<file path="config.mk">
export PLATFORM = sky130hd
export DESIGN_NAME = pim_pixel_pipeline
export DESIGN_NICKNAME = d
export VERILOG_FILES = /design/src/verilog/pim_pixel_pipeline.v /design/src/verilog/pim_unpack_mask.v
export VERILOG_INCLUDE_DIRS = /design/src /design/src/pkg
export SDC_FILE = /design/constraint.sdc
export NUM_CORES = 1
export LEC_CHECK = 0
export ABC_CLOCK_PERIOD_IN_PS = 3900
export BUFFER_PORTS_ARGS = -buffer_cell sky130_fd_sc_hd__buf_2
export CAP_MARGIN = 20
export CORE_ASPECT_RATIO = 0.7
export CORE_MARGIN = 2
export CORE_UTILIZATION = 48
export CTS_CLUSTER_DIAMETER = 80
export DETAILED_ROUTE_END_ITERATION = 6
export PLACE_DENSITY = 0.64
export SLEW_MARGIN = 20
export SYNTH_ARGS = -nofsm -noshare
export SYNTH_HDL_FRONTEND = slang
export SYNTH_HIERARCHICAL = 1
export SYNTH_SLANG_ARGS = --single-unit
</file>
<file path="constraint.sdc">
create_clock -name aclk -period 3.9 [get_ports aclk]
set_clock_uncertainty 0.1 [all_clocks]
set_input_delay 0.39 -clock aclk [delete_from_list [all_inputs] [get_ports aclk]]
set_output_delay 0.39 -clock aclk [all_outputs]
set_load 0.01 [all_outputs]
</file>
<file path="src/pkg/pim_defs.vh">
// Constants shared by the pixel input pipeline files.
`ifndef PIM_DEFS_VH
`define PIM_DEFS_VH

// ----------------------------------------
// Register map (byte addresses)
// ----------------------------------------
`define PIM_ADDR_CTRL 8'h00
`define PIM_ADDR_PIX_RMASK 8'h04
`define PIM_ADDR_PIX_BMASK 8'h08
`define PIM_ADDR_OVL_MASK 8'h0C
`define PIM_ADDR_STATUS 8'h10

// ----------------------------------------
// Control register fields and reset values
// ----------------------------------------
`define PIM_CTRL_W 17
`define PIM_CTRL_RATIO 1:0
`define PIM_CTRL_PAN 4:2
`define PIM_CTRL_ZOOM 8:5
`define PIM_CTRL_BPP 10:9
`define PIM_CTRL_UNDERLAY 11
`define PIM_CTRL_XSTYLE 12
`define PIM_CTRL_OVL_ZERO 13
`define PIM_CTRL_WIN_BANK 14
`define PIM_CTRL_BLINK 16:15
`define PIM_CTRL_RESET 17'h00001
`define PIM_PIX_RMASK_RESET 9'h1FF
`define PIM_PIX_BMASK_RESET 9'h000
`define PIM_OVL_MASK_RESET 8'h0F
`define PIM_OVL_RMASK 3:0
`define PIM_OVL_BMASK 7:4
`define PIM_STAT_LOCKED 0
`define PIM_STAT_BLINK 1

// ----------------------------------------
// Modes and encodings
// ----------------------------------------
`define PIM_RATIO_1 2'h0
`define PIM_RATIO_4 2'h1
`define PIM_RATIO_5 2'h2
`define PIM_GROUP_1 3'h1
`define PIM_GROUP_4 3'h4
`define PIM_GROUP_5 3'h5
`define PIM_BPP_8 2'h0
`define PIM_BPP_4 2'h1
`define PIM_BPP_2 2'h2
`define PIM_BPP_1 2'h3
`define PIM_FIELD_4 8'h0F
`define PIM_FIELD_2 8'h03
`define PIM_FIELD_1 8'h01
`define PIM_SEL_PALETTE 2'h0
`define PIM_SEL_OVERLAY 2'h1
`define PIM_SEL_CURSOR 2'h2
`define PIM_RESP_OKAY 2'h0
`define PIM_RESP_SLVERR 2'h2

// ----------------------------------------
// Timing
// ----------------------------------------
`define PIM_PAN_MAX 3'h4
`define PIM_RETRACE_LOADS 9'h100
`define PIM_ACLK_MHZ 250
`define PIM_LD11_MAX_MHZ 50
`define PIM_LD11_MIN_CYCLES ((`PIM_ACLK_MHZ + `PIM_LD11_MAX_MHZ - 1) / `PIM_LD11_MAX_MHZ)
`define PIM_BLINK_SLOW_BIT 5
`define PIM_BLINK_MID_BIT 4
`define PIM_BLINK_FAST_BIT 3

`endif

</file>
<file path="src/verilog/pim_pixel_pipeline.v">
// Pixel input multiplexer, serialiser and colour source selection.
`timescale 1ns/1ns
`default_nettype none
`include "pim_defs.vh"

module pim_pixel_pipeline (
    input wire aclk,
    input wire aresetn,
    input wire pixel_load_strobe_n,
    input wire [44:0] pixel_inputs,
    input wire [19:0] overlay_inputs,
    input wire [4:0] overlay_enable_input,
    input wire sync_in_n,
    input wire blank_in_n,
    input wire [1:0] cursor_plane_codes,
    input wire crosshair_window_in,
    output reg [1:0] color_source,
    output reg [8:0] color_index,
    output reg sync_out_n,
    output reg blank_out_n,
    output reg transfer_locked,
    input wire [7:0] s_axi_awaddr,
    input wire s_axi_awvalid,
    output reg s_axi_awready,
    input wire [31:0] s_axi_wdata,
    input wire [3:0] s_axi_wstrb,
    input wire s_axi_wvalid,
    output reg s_axi_wready,
    output reg [1:0] s_axi_bresp,
    output reg s_axi_bvalid,
    input wire s_axi_bready,
    input wire [7:0] s_axi_araddr,
    input wire s_axi_arvalid,
    output reg s_axi_arready,
    output reg [31:0] s_axi_rdata,
    output reg [1:0] s_axi_rresp,
    output reg s_axi_rvalid,
    input wire s_axi_rready
);

    // ----------------------------------------
    // Register bus slave
    // ----------------------------------------
    reg [`PIM_CTRL_W-1:0] ctrl_r;
    reg [8:0] pix_rmask_r;
    reg [8:0] pix_bmask_r;
    reg [7:0] ovl_mask_r;
    reg [7:0] awaddr_r;
    reg [31:0] wdata_r;
    reg [3:0] wstrb_r;
    reg aw_got_r;
    reg w_got_r;
    reg blink_off_r;
    reg [31:0] rdata_nxt;
    reg [1:0] rresp_nxt;

    wire wr_fire = aw_got_r & w_got_r & ~s_axi_bvalid;
    wire [31:0] wmask = {{8{wstrb_r[3]}}, {8{wstrb_r[2]}}, {8{wstrb_r[1]}}, {8{wstrb_r[0]}}};

    function [31:0] merge;
        input [31:0] old;
        input [31:0] data;
        input [31:0] mask;
        begin
            merge = (old & ~mask) | (data & mask);
        end
    endfunction

    wire [31:0] ctrl_m = merge({{(32-`PIM_CTRL_W){1'b0}}, ctrl_r}, wdata_r, wmask);
    wire [31:0] prm_m = merge({23'h0, pix_rmask_r}, wdata_r, wmask);
    wire [31:0] pbm_m = merge({23'h0, pix_bmask_r}, wdata_r, wmask);
    wire [31:0] ovm_m = merge({24'h0, ovl_mask_r}, wdata_r, wmask);

    always @(posedge aclk) begin
        if (!aresetn) begin
            s_axi_awready <= 1'b1;
            s_axi_wready <= 1'b1;
            s_axi_bvalid <= 1'b0;
            s_axi_bresp <= `PIM_RESP_OKAY;
            aw_got_r <= 1'b0;
            w_got_r <= 1'b0;
            awaddr_r <= 8'h00;
            wdata_r <= 32'h00000000;
            wstrb_r <= 4'h0;
            ctrl_r <= `PIM_CTRL_RESET;
            pix_rmask_r <= `PIM_PIX_RMASK_RESET;
            pix_bmask_r <= `PIM_PIX_BMASK_RESET;
            ovl_mask_r <= `PIM_OVL_MASK_RESET;
        end else begin
            if (s_axi_awready && s_axi_awvalid) begin
                awaddr_r <= s_axi_awaddr;
                aw_got_r <= 1'b1;
                s_axi_awready <= 1'b0;
            end
            if (s_axi_wready && s_axi_wvalid) begin
                wdata_r <= s_axi_wdata;
                wstrb_r <= s_axi_wstrb;
                w_got_r <= 1'b1;
                s_axi_wready <= 1'b0;
            end
            if (wr_fire) begin
                aw_got_r <= 1'b0;
                w_got_r <= 1'b0;
                s_axi_bvalid <= 1'b1;
                s_axi_bresp <= `PIM_RESP_OKAY;
                if (awaddr_r == `PIM_ADDR_CTRL) begin
                    ctrl_r <= ctrl_m[`PIM_CTRL_W-1:0];
                end else if (awaddr_r == `PIM_ADDR_PIX_RMASK) begin
                    pix_rmask_r <= prm_m[8:0];
                end else if (awaddr_r == `PIM_ADDR_PIX_BMASK) begin
                    pix_bmask_r <= pbm_m[8:0];
                end else if (awaddr_r == `PIM_ADDR_OVL_MASK) begin
                    ovl_mask_r <= ovm_m[7:0];
                end else begin
                    s_axi_bresp <= `PIM_RESP_SLVERR;
                end
            end
            if (s_axi_bvalid && s_axi_bready) begin
                s_axi_bvalid <= 1'b0;
                s_axi_awready <= 1'b1;
                s_axi_wready <= 1'b1;
            end
        end
    end

    always @* begin
        rdata_nxt = 32'h00000000;
        rresp_nxt = `PIM_RESP_OKAY;
        if (s_axi_araddr == `PIM_ADDR_CTRL) begin
            rdata_nxt[`PIM_CTRL_W-1:0] = ctrl_r;
        end else if (s_axi_araddr == `PIM_ADDR_PIX_RMASK) begin
            rdata_nxt[8:0] = pix_rmask_r;
        end else if (s_axi_araddr == `PIM_ADDR_PIX_BMASK) begin
            rdata_nxt[8:0] = pix_bmask_r;
        end else if (s_axi_araddr == `PIM_ADDR_OVL_MASK) begin
            rdata_nxt[7:0] = ovl_mask_r;
        end else if (s_axi_araddr == `PIM_ADDR_STATUS) begin
            rdata_nxt[`PIM_STAT_LOCKED] = transfer_locked;
            rdata_nxt[`PIM_STAT_BLINK] = blink_off_r;
        end else begin
            rresp_nxt = `PIM_RESP_SLVERR;
        end
    end

    always @(posedge aclk) begin
        if (!aresetn) begin
            s_axi_arready <= 1'b1;
            s_axi_rvalid <= 1'b0;
            s_axi_rdata <= 32'h00000000;
            s_axi_rresp <= `PIM_RESP_OKAY;
        end else if (s_axi_arready && s_axi_arvalid) begin
            s_axi_arready <= 1'b0;
            s_axi_rvalid <= 1'b1;
            s_axi_rdata <= rdata_nxt;
            s_axi_rresp <= rresp_nxt;
        end else if (s_axi_rvalid && s_axi_rready) begin
            s_axi_rvalid <= 1'b0;
            s_axi_arready <= 1'b1;
        end
    end

    // ----------------------------------------
    // Mode decode
    // ----------------------------------------
    wire [1:0] ratio = ctrl_r[`PIM_CTRL_RATIO];
    wire [1:0] bpp = ctrl_r[`PIM_CTRL_BPP];
    wire [2:0] pan = (ctrl_r[`PIM_CTRL_PAN] > `PIM_PAN_MAX) ? `PIM_PAN_MAX : ctrl_r[`PIM_CTRL_PAN];
    wire [2:0] group_n = (ratio == `PIM_RATIO_4) ? `PIM_GROUP_4 :
                         (ratio == `PIM_RATIO_5) ? `PIM_GROUP_5 : `PIM_GROUP_1;
    wire [2:0] group_m1 = group_n - 3'h1;
    wire one_to_one = (ratio == `PIM_RATIO_1);
    wire [2:0] subs_m1 = (bpp == `PIM_BPP_1) ? 3'h7 : (bpp == `PIM_BPP_2) ? 3'h3 :
                         (bpp == `PIM_BPP_4) ? 3'h1 : 3'h0;
    // Block modes assume unity zoom, so the word span is the sub-pixel count there and the zoom count in 8 bpp.
    wire [3:0] span_m1 = (bpp == `PIM_BPP_8) ? ctrl_r[`PIM_CTRL_ZOOM] : {1'b0, subs_m1};

    // ----------------------------------------
    // Pin synchronisers and load strobe edge
    // ----------------------------------------
    reg ld_s1_r, ld_s2_r, ld_s3_r;
    reg [71:0] din_s1_r, din_s2_r;
    wire [71:0] din_pin = {blank_in_n, sync_in_n, overlay_enable_input, overlay_inputs, pixel_inputs};

    always @(posedge aclk) begin
        if (!aresetn) begin
            ld_s1_r <= 1'b1;
            ld_s2_r <= 1'b1;
            ld_s3_r <= 1'b1;
            din_s1_r <= {72{1'b0}};
            din_s2_r <= {72{1'b0}};
        end else begin
            ld_s1_r <= pixel_load_strobe_n;
            ld_s2_r <= ld_s1_r;
            ld_s3_r <= ld_s2_r;
            din_s1_r <= din_pin;
            din_s2_r <= din_s1_r;
        end
    end

    // Two sync stages put the internal load two clocks behind the strobe rise.
    wire load_p = ld_s2_r & ~ld_s3_r;
    // In 1:1 the strobe itself paces the pixels; the clock only samples it.
    wire pix_adv = one_to_one ? load_p : 1'b1;

    // ----------------------------------------
    // Lock monitor
    // ----------------------------------------
    reg [3:0] gap_r;

    always @(posedge aclk) begin
        if (!aresetn) begin
            gap_r <= 4'h0;
            transfer_locked <= 1'b0;
        end else if (load_p) begin
            gap_r <= 4'h0;
            if (one_to_one) begin
                transfer_locked <= ({28'h0, gap_r} >= (`PIM_LD11_MIN_CYCLES - 1));
            end else begin
                transfer_locked <= (gap_r == {1'b0, group_m1});
            end
        end else begin
            if (gap_r != 4'hF) begin
                gap_r <= gap_r + 4'h1;
            end
            if (!one_to_one && gap_r >= {1'b0, group_n}) begin
                transfer_locked <= 1'b0;
            end
        end
    end

    // ----------------------------------------
    // Second latch and serialising counters
    // ----------------------------------------
    reg [71:0] hold_r;
    reg [3:0] ld_cnt_r;
    reg [3:0] rep_r;
    reg [2:0] sub_r;
    reg [2:0] pidx_r;
    reg [2:0] oph_r;

    always @(posedge aclk) begin
        if (!aresetn) begin
            hold_r <= {72{1'b0}};
            ld_cnt_r <= 4'h0;
            rep_r <= 4'h0;
            sub_r <= 3'h0;
            pidx_r <= 3'h0;
            oph_r <= 3'h0;
        end else begin
            if (load_p) begin
                hold_r <= din_s2_r;
                ld_cnt_r <= (ld_cnt_r >= span_m1) ? 4'h0 : ld_cnt_r + 4'h1;
                oph_r <= 3'h0;
            end else if (!one_to_one && oph_r != group_m1) begin
                oph_r <= oph_r + 3'h1;
            end
            // Only the strobe at the head of a word span (ld_cnt_r zero) restarts the pixel order.
            if (load_p && ld_cnt_r == 4'h0) begin
                rep_r <= 4'h0;
                sub_r <= 3'h0;
                pidx_r <= 3'h0;
            end else if (pix_adv) begin
                if (rep_r < ctrl_r[`PIM_CTRL_ZOOM] && bpp == `PIM_BPP_8) begin
                    rep_r <= rep_r + 4'h1;
                end else begin
                    rep_r <= 4'h0;
                    if (sub_r < subs_m1) begin
                        sub_r <= sub_r + 3'h1;
                    end else begin
                        sub_r <= 3'h0;
                        pidx_r <= (pidx_r >= group_m1) ? 3'h0 : pidx_r + 3'h1;
                    end
                end
            end
        end
    end

    wire [8:0] pix_word = hold_r[pidx_r * 9 +: 9];
    wire [3:0] ovl_word = hold_r[45 + oph_r * 4 +: 4];
    wire ole_word = hold_r[65 + oph_r];
    wire [8:0] pix_um;
    wire [3:0] ovl_um;

    pim_unpack_mask u_unpack (
        .pix_word(pix_word),
        .ovl_word(ovl_word),
        .sub_idx(sub_r),
        .bpp_sel(bpp),
        .pix_rmask(pix_rmask_r),
        .pix_bmask(pix_bmask_r),
        .ovl_rmask(ovl_mask_r[`PIM_OVL_RMASK]),
        .ovl_bmask(ovl_mask_r[`PIM_OVL_BMASK]),
        .blink_off(blink_off_r),
        .pix_out(pix_um),
        .ovl_out(ovl_um)
    );

    // ----------------------------------------
    // Vertical retrace and blink phase
    // ----------------------------------------
    reg [8:0] ret_cnt_r;
    reg [6:0] frame_r;
    wire [6:0] frame_nxt = frame_r + 7'h1;
    wire ret_p = load_p & ~din_s2_r[71] & (ret_cnt_r == `PIM_RETRACE_LOADS);
    reg blink_off_nxt;

    always @* begin
        case (ctrl_r[`PIM_CTRL_BLINK])
            2'h0: blink_off_nxt = frame_nxt[`PIM_BLINK_FAST_BIT];
            2'h1: blink_off_nxt = frame_nxt[`PIM_BLINK_MID_BIT];
            2'h2: blink_off_nxt = frame_nxt[`PIM_BLINK_SLOW_BIT];
            default: blink_off_nxt = frame_nxt[`PIM_BLINK_SLOW_BIT] & frame_nxt[`PIM_BLINK_MID_BIT];
        endcase
    end

    always @(posedge aclk) begin
        if (!aresetn) begin
            ret_cnt_r <= 9'h000;
            frame_r <= 7'h00;
            blink_off_r <= 1'b0;
        end else begin
            if (load_p) begin
                if (din_s2_r[71]) begin
                    ret_cnt_r <= 9'h000;
                end else if (ret_cnt_r <= `PIM_RETRACE_LOADS) begin
                    ret_cnt_r <= ret_cnt_r + 9'h001;
                end
            end
            // Blink only flips inside retrace so no colour changes mid-screen.
            if (ret_p) begin
                frame_r <= frame_nxt;
                blink_off_r <= blink_off_nxt;
            end
        end
    end

    // ----------------------------------------
    // Pan delay line
    // ----------------------------------------
    reg [8:0] pix_dly_r [0:4];
    reg [6:0] side_dly_r [0:4];

    always @(posedge aclk) begin
        if (!aresetn) begin
            pix_dly_r[0] <= 9'h000;
            side_dly_r[0] <= 7'h60;
        end else begin
            pix_dly_r[0] <= pix_um;
            side_dly_r[0] <= {hold_r[71], hold_r[70], ole_word, ovl_um};
        end
    end

    genvar k;
    generate
        for (k = 1; k < 5; k = k + 1) begin : g_dly
            always @(posedge aclk) begin
                if (!aresetn) begin
                    pix_dly_r[k] <= 9'h000;
                    side_dly_r[k] <= 7'h60;
                end else begin
                    pix_dly_r[k] <= pix_dly_r[k-1];
                    side_dly_r[k] <= side_dly_r[k-1];
                end
            end
        end
    endgenerate

    // Pixels leave early by the pan count; overlays and sync keep full depth.
    wire [8:0] pix_p = pix_dly_r[`PIM_PAN_MAX - pan];
    wire [6:0] side_p = side_dly_r[`PIM_PAN_MAX];

    // ----------------------------------------
    // Colour source selection
    // ----------------------------------------
    wire [3:0] ovl_p = side_p[3:0];
    wire ole_p = side_p[4];
    // Cursor codes and window are taken unpanned so the cursor stays put.
    wire bank = pix_p[8] | (ctrl_r[`PIM_CTRL_WIN_BANK] & crosshair_window_in);
    wire [8:0] pal_idx = {bank, pix_p[7:0]};
    reg [1:0] src_nxt;
    reg [8:0] idx_nxt;

    always @* begin
        src_nxt = `PIM_SEL_PALETTE;
        idx_nxt = pal_idx;
        if (cursor_plane_codes != 2'h0) begin
            src_nxt = `PIM_SEL_CURSOR;
            idx_nxt = {7'h00, cursor_plane_codes};
        end else if (ctrl_r[`PIM_CTRL_XSTYLE]) begin
            if (ole_p) begin
                src_nxt = `PIM_SEL_OVERLAY;
                idx_nxt = {5'h00, ovl_p};
            end
        end else if (ovl_p != 4'h0) begin
            src_nxt = `PIM_SEL_OVERLAY;
            idx_nxt = {5'h00, ovl_p};
        end else if (ctrl_r[`PIM_CTRL_UNDERLAY]) begin
            if (ole_p && pal_idx == 9'h000) begin
                src_nxt = `PIM_SEL_OVERLAY;
                idx_nxt = 9'h000;
            end
        end else if (ctrl_r[`PIM_CTRL_OVL_ZERO]) begin
            src_nxt = `PIM_SEL_OVERLAY;
            idx_nxt = 9'h000;
        end
    end

    always @(posedge aclk) begin
        if (!aresetn) begin
            color_source <= `PIM_SEL_PALETTE;
            color_index <= 9'h000;
            sync_out_n <= 1'b1;
            blank_out_n <= 1'b1;
        end else begin
            color_source <= src_nxt;
            color_index <= idx_nxt;
            sync_out_n <= side_p[5];
            blank_out_n <= side_p[6];
        end
    end

endmodule // pim_pixel_pipeline
`default_nettype wire

</file>
<file path="src/verilog/pim_unpack_mask.v">
// Block-mode unpacking plus read and blink masking of one pixel and overlay.
`timescale 1ns/1ns
`default_nettype none
`include "pim_defs.vh"

module pim_unpack_mask (
    input wire [8:0] pix_word,
    input wire [3:0] ovl_word,
    input wire [2:0] sub_idx,
    input wire [1:0] bpp_sel,
    input wire [8:0] pix_rmask,
    input wire [8:0] pix_bmask,
    input wire [3:0] ovl_rmask,
    input wire [3:0] ovl_bmask,
    input wire blink_off,
    output wire [8:0] pix_out,
    output wire [3:0] ovl_out
);

    reg [7:0] low_r;
    wire [12:0] raw_w;
    wire [12:0] rmask_w;
    wire [12:0] bmask_w;
    wire [12:0] out_w;

    // ----------------------------------------
    // Unpacking, most significant field first
    // ----------------------------------------
    always @* begin
        case (bpp_sel)
            `PIM_BPP_4: low_r = (pix_word[7:0] >> {~sub_idx[0], 2'b00}) & `PIM_FIELD_4;
            `PIM_BPP_2: low_r = (pix_word[7:0] >> {~sub_idx[1:0], 1'b0}) & `PIM_FIELD_2;
            `PIM_BPP_1: low_r = (pix_word[7:0] >> (~sub_idx)) & `PIM_FIELD_1;
            default: low_r = pix_word[7:0];
        endcase
    end

    // The top pixel bit bypasses unpacking and stays the bank bit.
    assign raw_w = {ovl_word, pix_word[8], low_r};
    assign rmask_w = {ovl_rmask, pix_rmask};
    assign bmask_w = {ovl_bmask, pix_bmask};

    // ----------------------------------------
    // Per-bit read and blink masks
    // ----------------------------------------
    genvar i;
    generate
        for (i = 0; i < 13; i = i + 1) begin : g_mask
            assign out_w[i] = raw_w[i] & rmask_w[i] & ~(bmask_w[i] & blink_off);
        end
    endgenerate

    assign pix_out = out_w[8:0];
    assign ovl_out = out_w[12:9];

endmodule // pim_unpack_mask
`default_nettype wire

</file>
==> results_dict.tcl <==
set metrics [dict create \
    outcome "complete, no violations" \
    leakagePower_nw 8.19 \
    synth.distinct_cells 76 \
    min_path_cells 2 \
    mappedNetlistArea_sq_um 17000 \
    maxSlewViolCount 0 \
    yosysMostFrequentCell "dfxtp_1" \
    viasPerCell 5.10 \
    ys_seq_area_share_pct 52.6 \
    dr.pass1.iters 5 \
    cts_root_buf "clkbuf_16" \
    synthMuxAreaShare_pct 6.18 \
    cts_setup_buffers 0 \
    cp_data_required_time_ns 4.28 \
    vias 12800 \
    start_util_pct 48.9 \
    final_core_util_pct 58.8 \
    start_kind "register" \
    grt_pass1_wl_um 65200 \
    min_from "pixel_inputs[15]" \
    synth_fa_ha_area_share_pct 2.06 \
    cts.sinks 447 \
    synth_top_family_by_area "simple AND/OR/NAND/NOR gates" \
    die-area_sq_um 37000 \
    die_h_um 161 \
    clockBufferDepth 3 \
    fin_nets 2167 \
    slew_headroom_pct 44.8 \
    grt_max_degree 105 \
    clkLatencyLatePin_ns 0.55 \
    crit_type "reg2reg" \
    drive_gt1_share_pct 14.7 \
    fin_crit_sh_pct 78.8 \
    rrSetupSlack_ns 0.83 \
    initialDrtViolationCount 1202 \
    gp_congestion 0.916 \
    synth_compound_area_share_pct 10.9 \
    synth-edff-count 0 \
    worstHoldPathType "in2reg" \
    setup.worst_path.end_class "register" \
    synthXorXnorAreaFrac_pct 1.08 \
    ir_worst_vdd_mv 0.296 \
    wire_per_inst_um 16.3 \
    h-tree-depth 2 \
    grt_setup_unrepaired "no" \
    crit_slowest_cell "ha_1" \
    cts_tree "built" \
    grt-ovfl-total 0 \
    max_cap_viol_count 0 \
    async_reset_ff_share_pct 0 \
    rr_worst_depth 9 \
    drc 0 \
    worstPathArrival_ns 3.45 \
    max_slew.worst_pin.slew_ns 0.827 \
    yosysWarnings 6 \
    synth.area.top_cells "dfxtp_1 (53%), and2_1 (8.2%), nand2_1 (7.3%), a21oi_1 (3.8%), mux4_2 (3.2%)" \
    io_buffers 156 \
    critPathMaxFanout 17 \
    clk_pin_slew_ns 0.07 \
    yosys.area.top_type_share_pct 52.6 \
    dp_hpwl_um 27800 \
    area_growth_pct 20.2 \
    whs_endpoint "din_s1_r[15]$_SDFF_PN0_" \
    synth_common_cells "dfxtp_1 (447), nand2_1 (332), and2_1 (222)" \
    powerDensity_nw_per_um2 468 \
    critical_path.most_common_cell "mux2i_1" \
    setup_viol 0 \
    boundaryPins 190 \
    die_x_um 229 \
    synthSimpleGateAreaFrac_pct 23.2 \
    finalHoldViolCount 0 \
    core_sq_um 34800 \
    max_freq_mhz 325 \
    avgSynthCellArea_sq_um 9.48 \
    tns_ns 0 \
    totalWireLength_um 40900 \
    min_period_ns 3.07 \
    cpPeakStageDelay_ns 0.67 \
    synth_ff_type "dfxtp_1" \
    grt_pass1_vias 12100 \
    track_usage_pct 22.0 \
    diodes 0 \
    synth_cells 1794 \
    synth_seq_cells 447 \
    worstPathCellList "nor2b_4, inv_2, ha_1, mux2i_1, mux2i_1, a222oi_1, nand4_1, or4_1, o22ai_1" \
    numCtsBuffers 42 \
    yosys.area.top_type "dfxtp_1" \
    ant_nets 0 \
    crit-reg2reg-capture "color_source[0]$_SDFF_PP0_" \
    antenna_found_initial 1 \
    rows 57 \
]
==> logic make-up (layout without fill, tap and decap cells) <==
kind of cell / count (synthesis) / in the layout
other cells: 1 / 17
fa+ha+maj: 28 / 28
flops: 447 / 447
mux: 73 / 73
simple gates: 783 / 783
buf+inv: 150 / 373
xor+xnor: 21 / 21
compound gates: 291 / 291
==> worst max path at each step <==
stage,slack (ns),to,startpoint,cells after the start
6_report,0.83,color_source[0]$_SDFF_PP0_,register,9
5_1_grt,0.61,color_source[0]$_SDFF_PP0_,register,9
4_1_cts,0.83,color_source[0]$_SDFF_PP0_,register,9
3_5_place_dp,0.84,color_source[0]$_SDFF_PP0_,register,9
3_3_place_gp,0.92,color_source[0]$_SDFF_PP0_,register,9
2_1_floorplan,1.25,pix_dly_r[0][0]$_SDFF_PN0_,pidx_r[0]$_SDFFE_PP0P_,8
==> power by group <==
group	total [W]	switching [W]	internal [W]
Sequential	0.00480	0.000107	0.00469
Combinational	0.000615	0.000302	0.000313
Clock	0.00415	0.00168	0.00247
Total	0.00957	0.00209	0.00748
==> flip-flops by register name (all words and copies together) (netlist names), 2 cells and up, named ones only <==
name          count
rep_r             4
pix_dly_r        45
gap_r             4
s_axi_rdata      17
din_s1_r         72
sub_r             3
side_dly_r       35
hold_r           72
ld_cnt_r          4
color_source      2
pidx_r            3
oph_r             3
frame_r           6
color_index       9
din_s2_r         72
wstrb_r           3
awaddr_r          8
ret_cnt_r         9
wdata_r          17
==> metrics by stage <==
step / setup slack (ns) / area [sq um] / total power, W / hold WS (ns) / cells
detailed placement: 0.844 / 18000 / 0.00544 / 0.293 / 2330
floorplan: 1.25 / 17100 / 0.00526 / 0.286 / 1810
global route: 0.613 / 20400 / 0.00995 / 0.00699 / 2505
finish: 0.826 / 20400 / 0.00957 / 0.0160 / 2505
CTS: 0.832 / 20400 / 0.00968 / 0.000248 / 2505
global placement: 0.923 / 18000 / 0.00542 / 0.288 / 2330
==> metal layers <==
| layer | up-vias | part of all wire, % | track usage (%) |
|---|---|---|---|
| li1 | 6371 | - | - |
| met1 | 5957 | 51 | 33.9 |
| met2 | 393 | 40 | 31.3 |
| met3 | 57 | 6.7 | 4.25 |
| met4 | 2 | 1.8 | 5.67 |
| met5 | - | 0.027 | 0 |
==> critical path: cells and delay by family (launching register included) <==
| family | cells | cell delay, ns |
|---|---|---|
| buffers and inverters | 1 | 0.09 |
| flip-flops | 1 | 0.39 |
| AO/OA/AOI/OAI | 2 | 0.54 |
| adder cells (fa/ha/maj) | 1 | 0.67 |
| multiplexers | 2 | 0.34 |
| AND/OR/NAND/NOR | 3 | 0.86 |
==> area by class of cell <==
cell class | count | area (sq um)
fill | 3130 | 14400
sequential | 447 | 8950
multi-input combinational | 1213 | 7460
timing repair buffer | 274 | 1940
clock buffer | 64 | 1290
tap | 472 | 591
clock inverter | 9 | 125
inverter | 26 | 98.8
==> placed cells by master (no fill, tap or decap), types with 7 or more instances in the layout <==
cell type,Yosys,layout
xnor2_1,8,8
mux2_2,16,16
nor2b_1,21,20
conb_1,1,17
dfxtp_1,447,447
a21o_1,8,8
and2_1,222,222
or4_1,8,8
clkbuf_16,0,45
nand3_1,42,42
o21ai_0,30,30
dlygate4sd3_1,0,102
nor3b_1,8,8
clkbuf_1,88,10
and3_1,8,8
mux2i_1,33,33
a21boi_0,39,39
nor3_1,8,8
a21oi_1,129,129
inv_1,25,24
nand2_1,332,332
buf_4,19,15
nand2b_1,38,37
mux4_2,24,24
or3_1,8,8
a22oi_1,11,11
o22ai_1,12,12
a211oi_1,7,7
buf_2,6,155
xor2_1,13,13
a21oi_2,7,7
a221oi_1,7,7
clkbuf_8,0,9
ha_1,28,28
nor2_1,62,62
==> repair_timing <==
item                                   CTS  global route
gates resized for setup                  0             0
endpoints found under the hold margin  101             0
hold buffers                           102             0
Note: power is estimated with default switching activity, not from simulation.
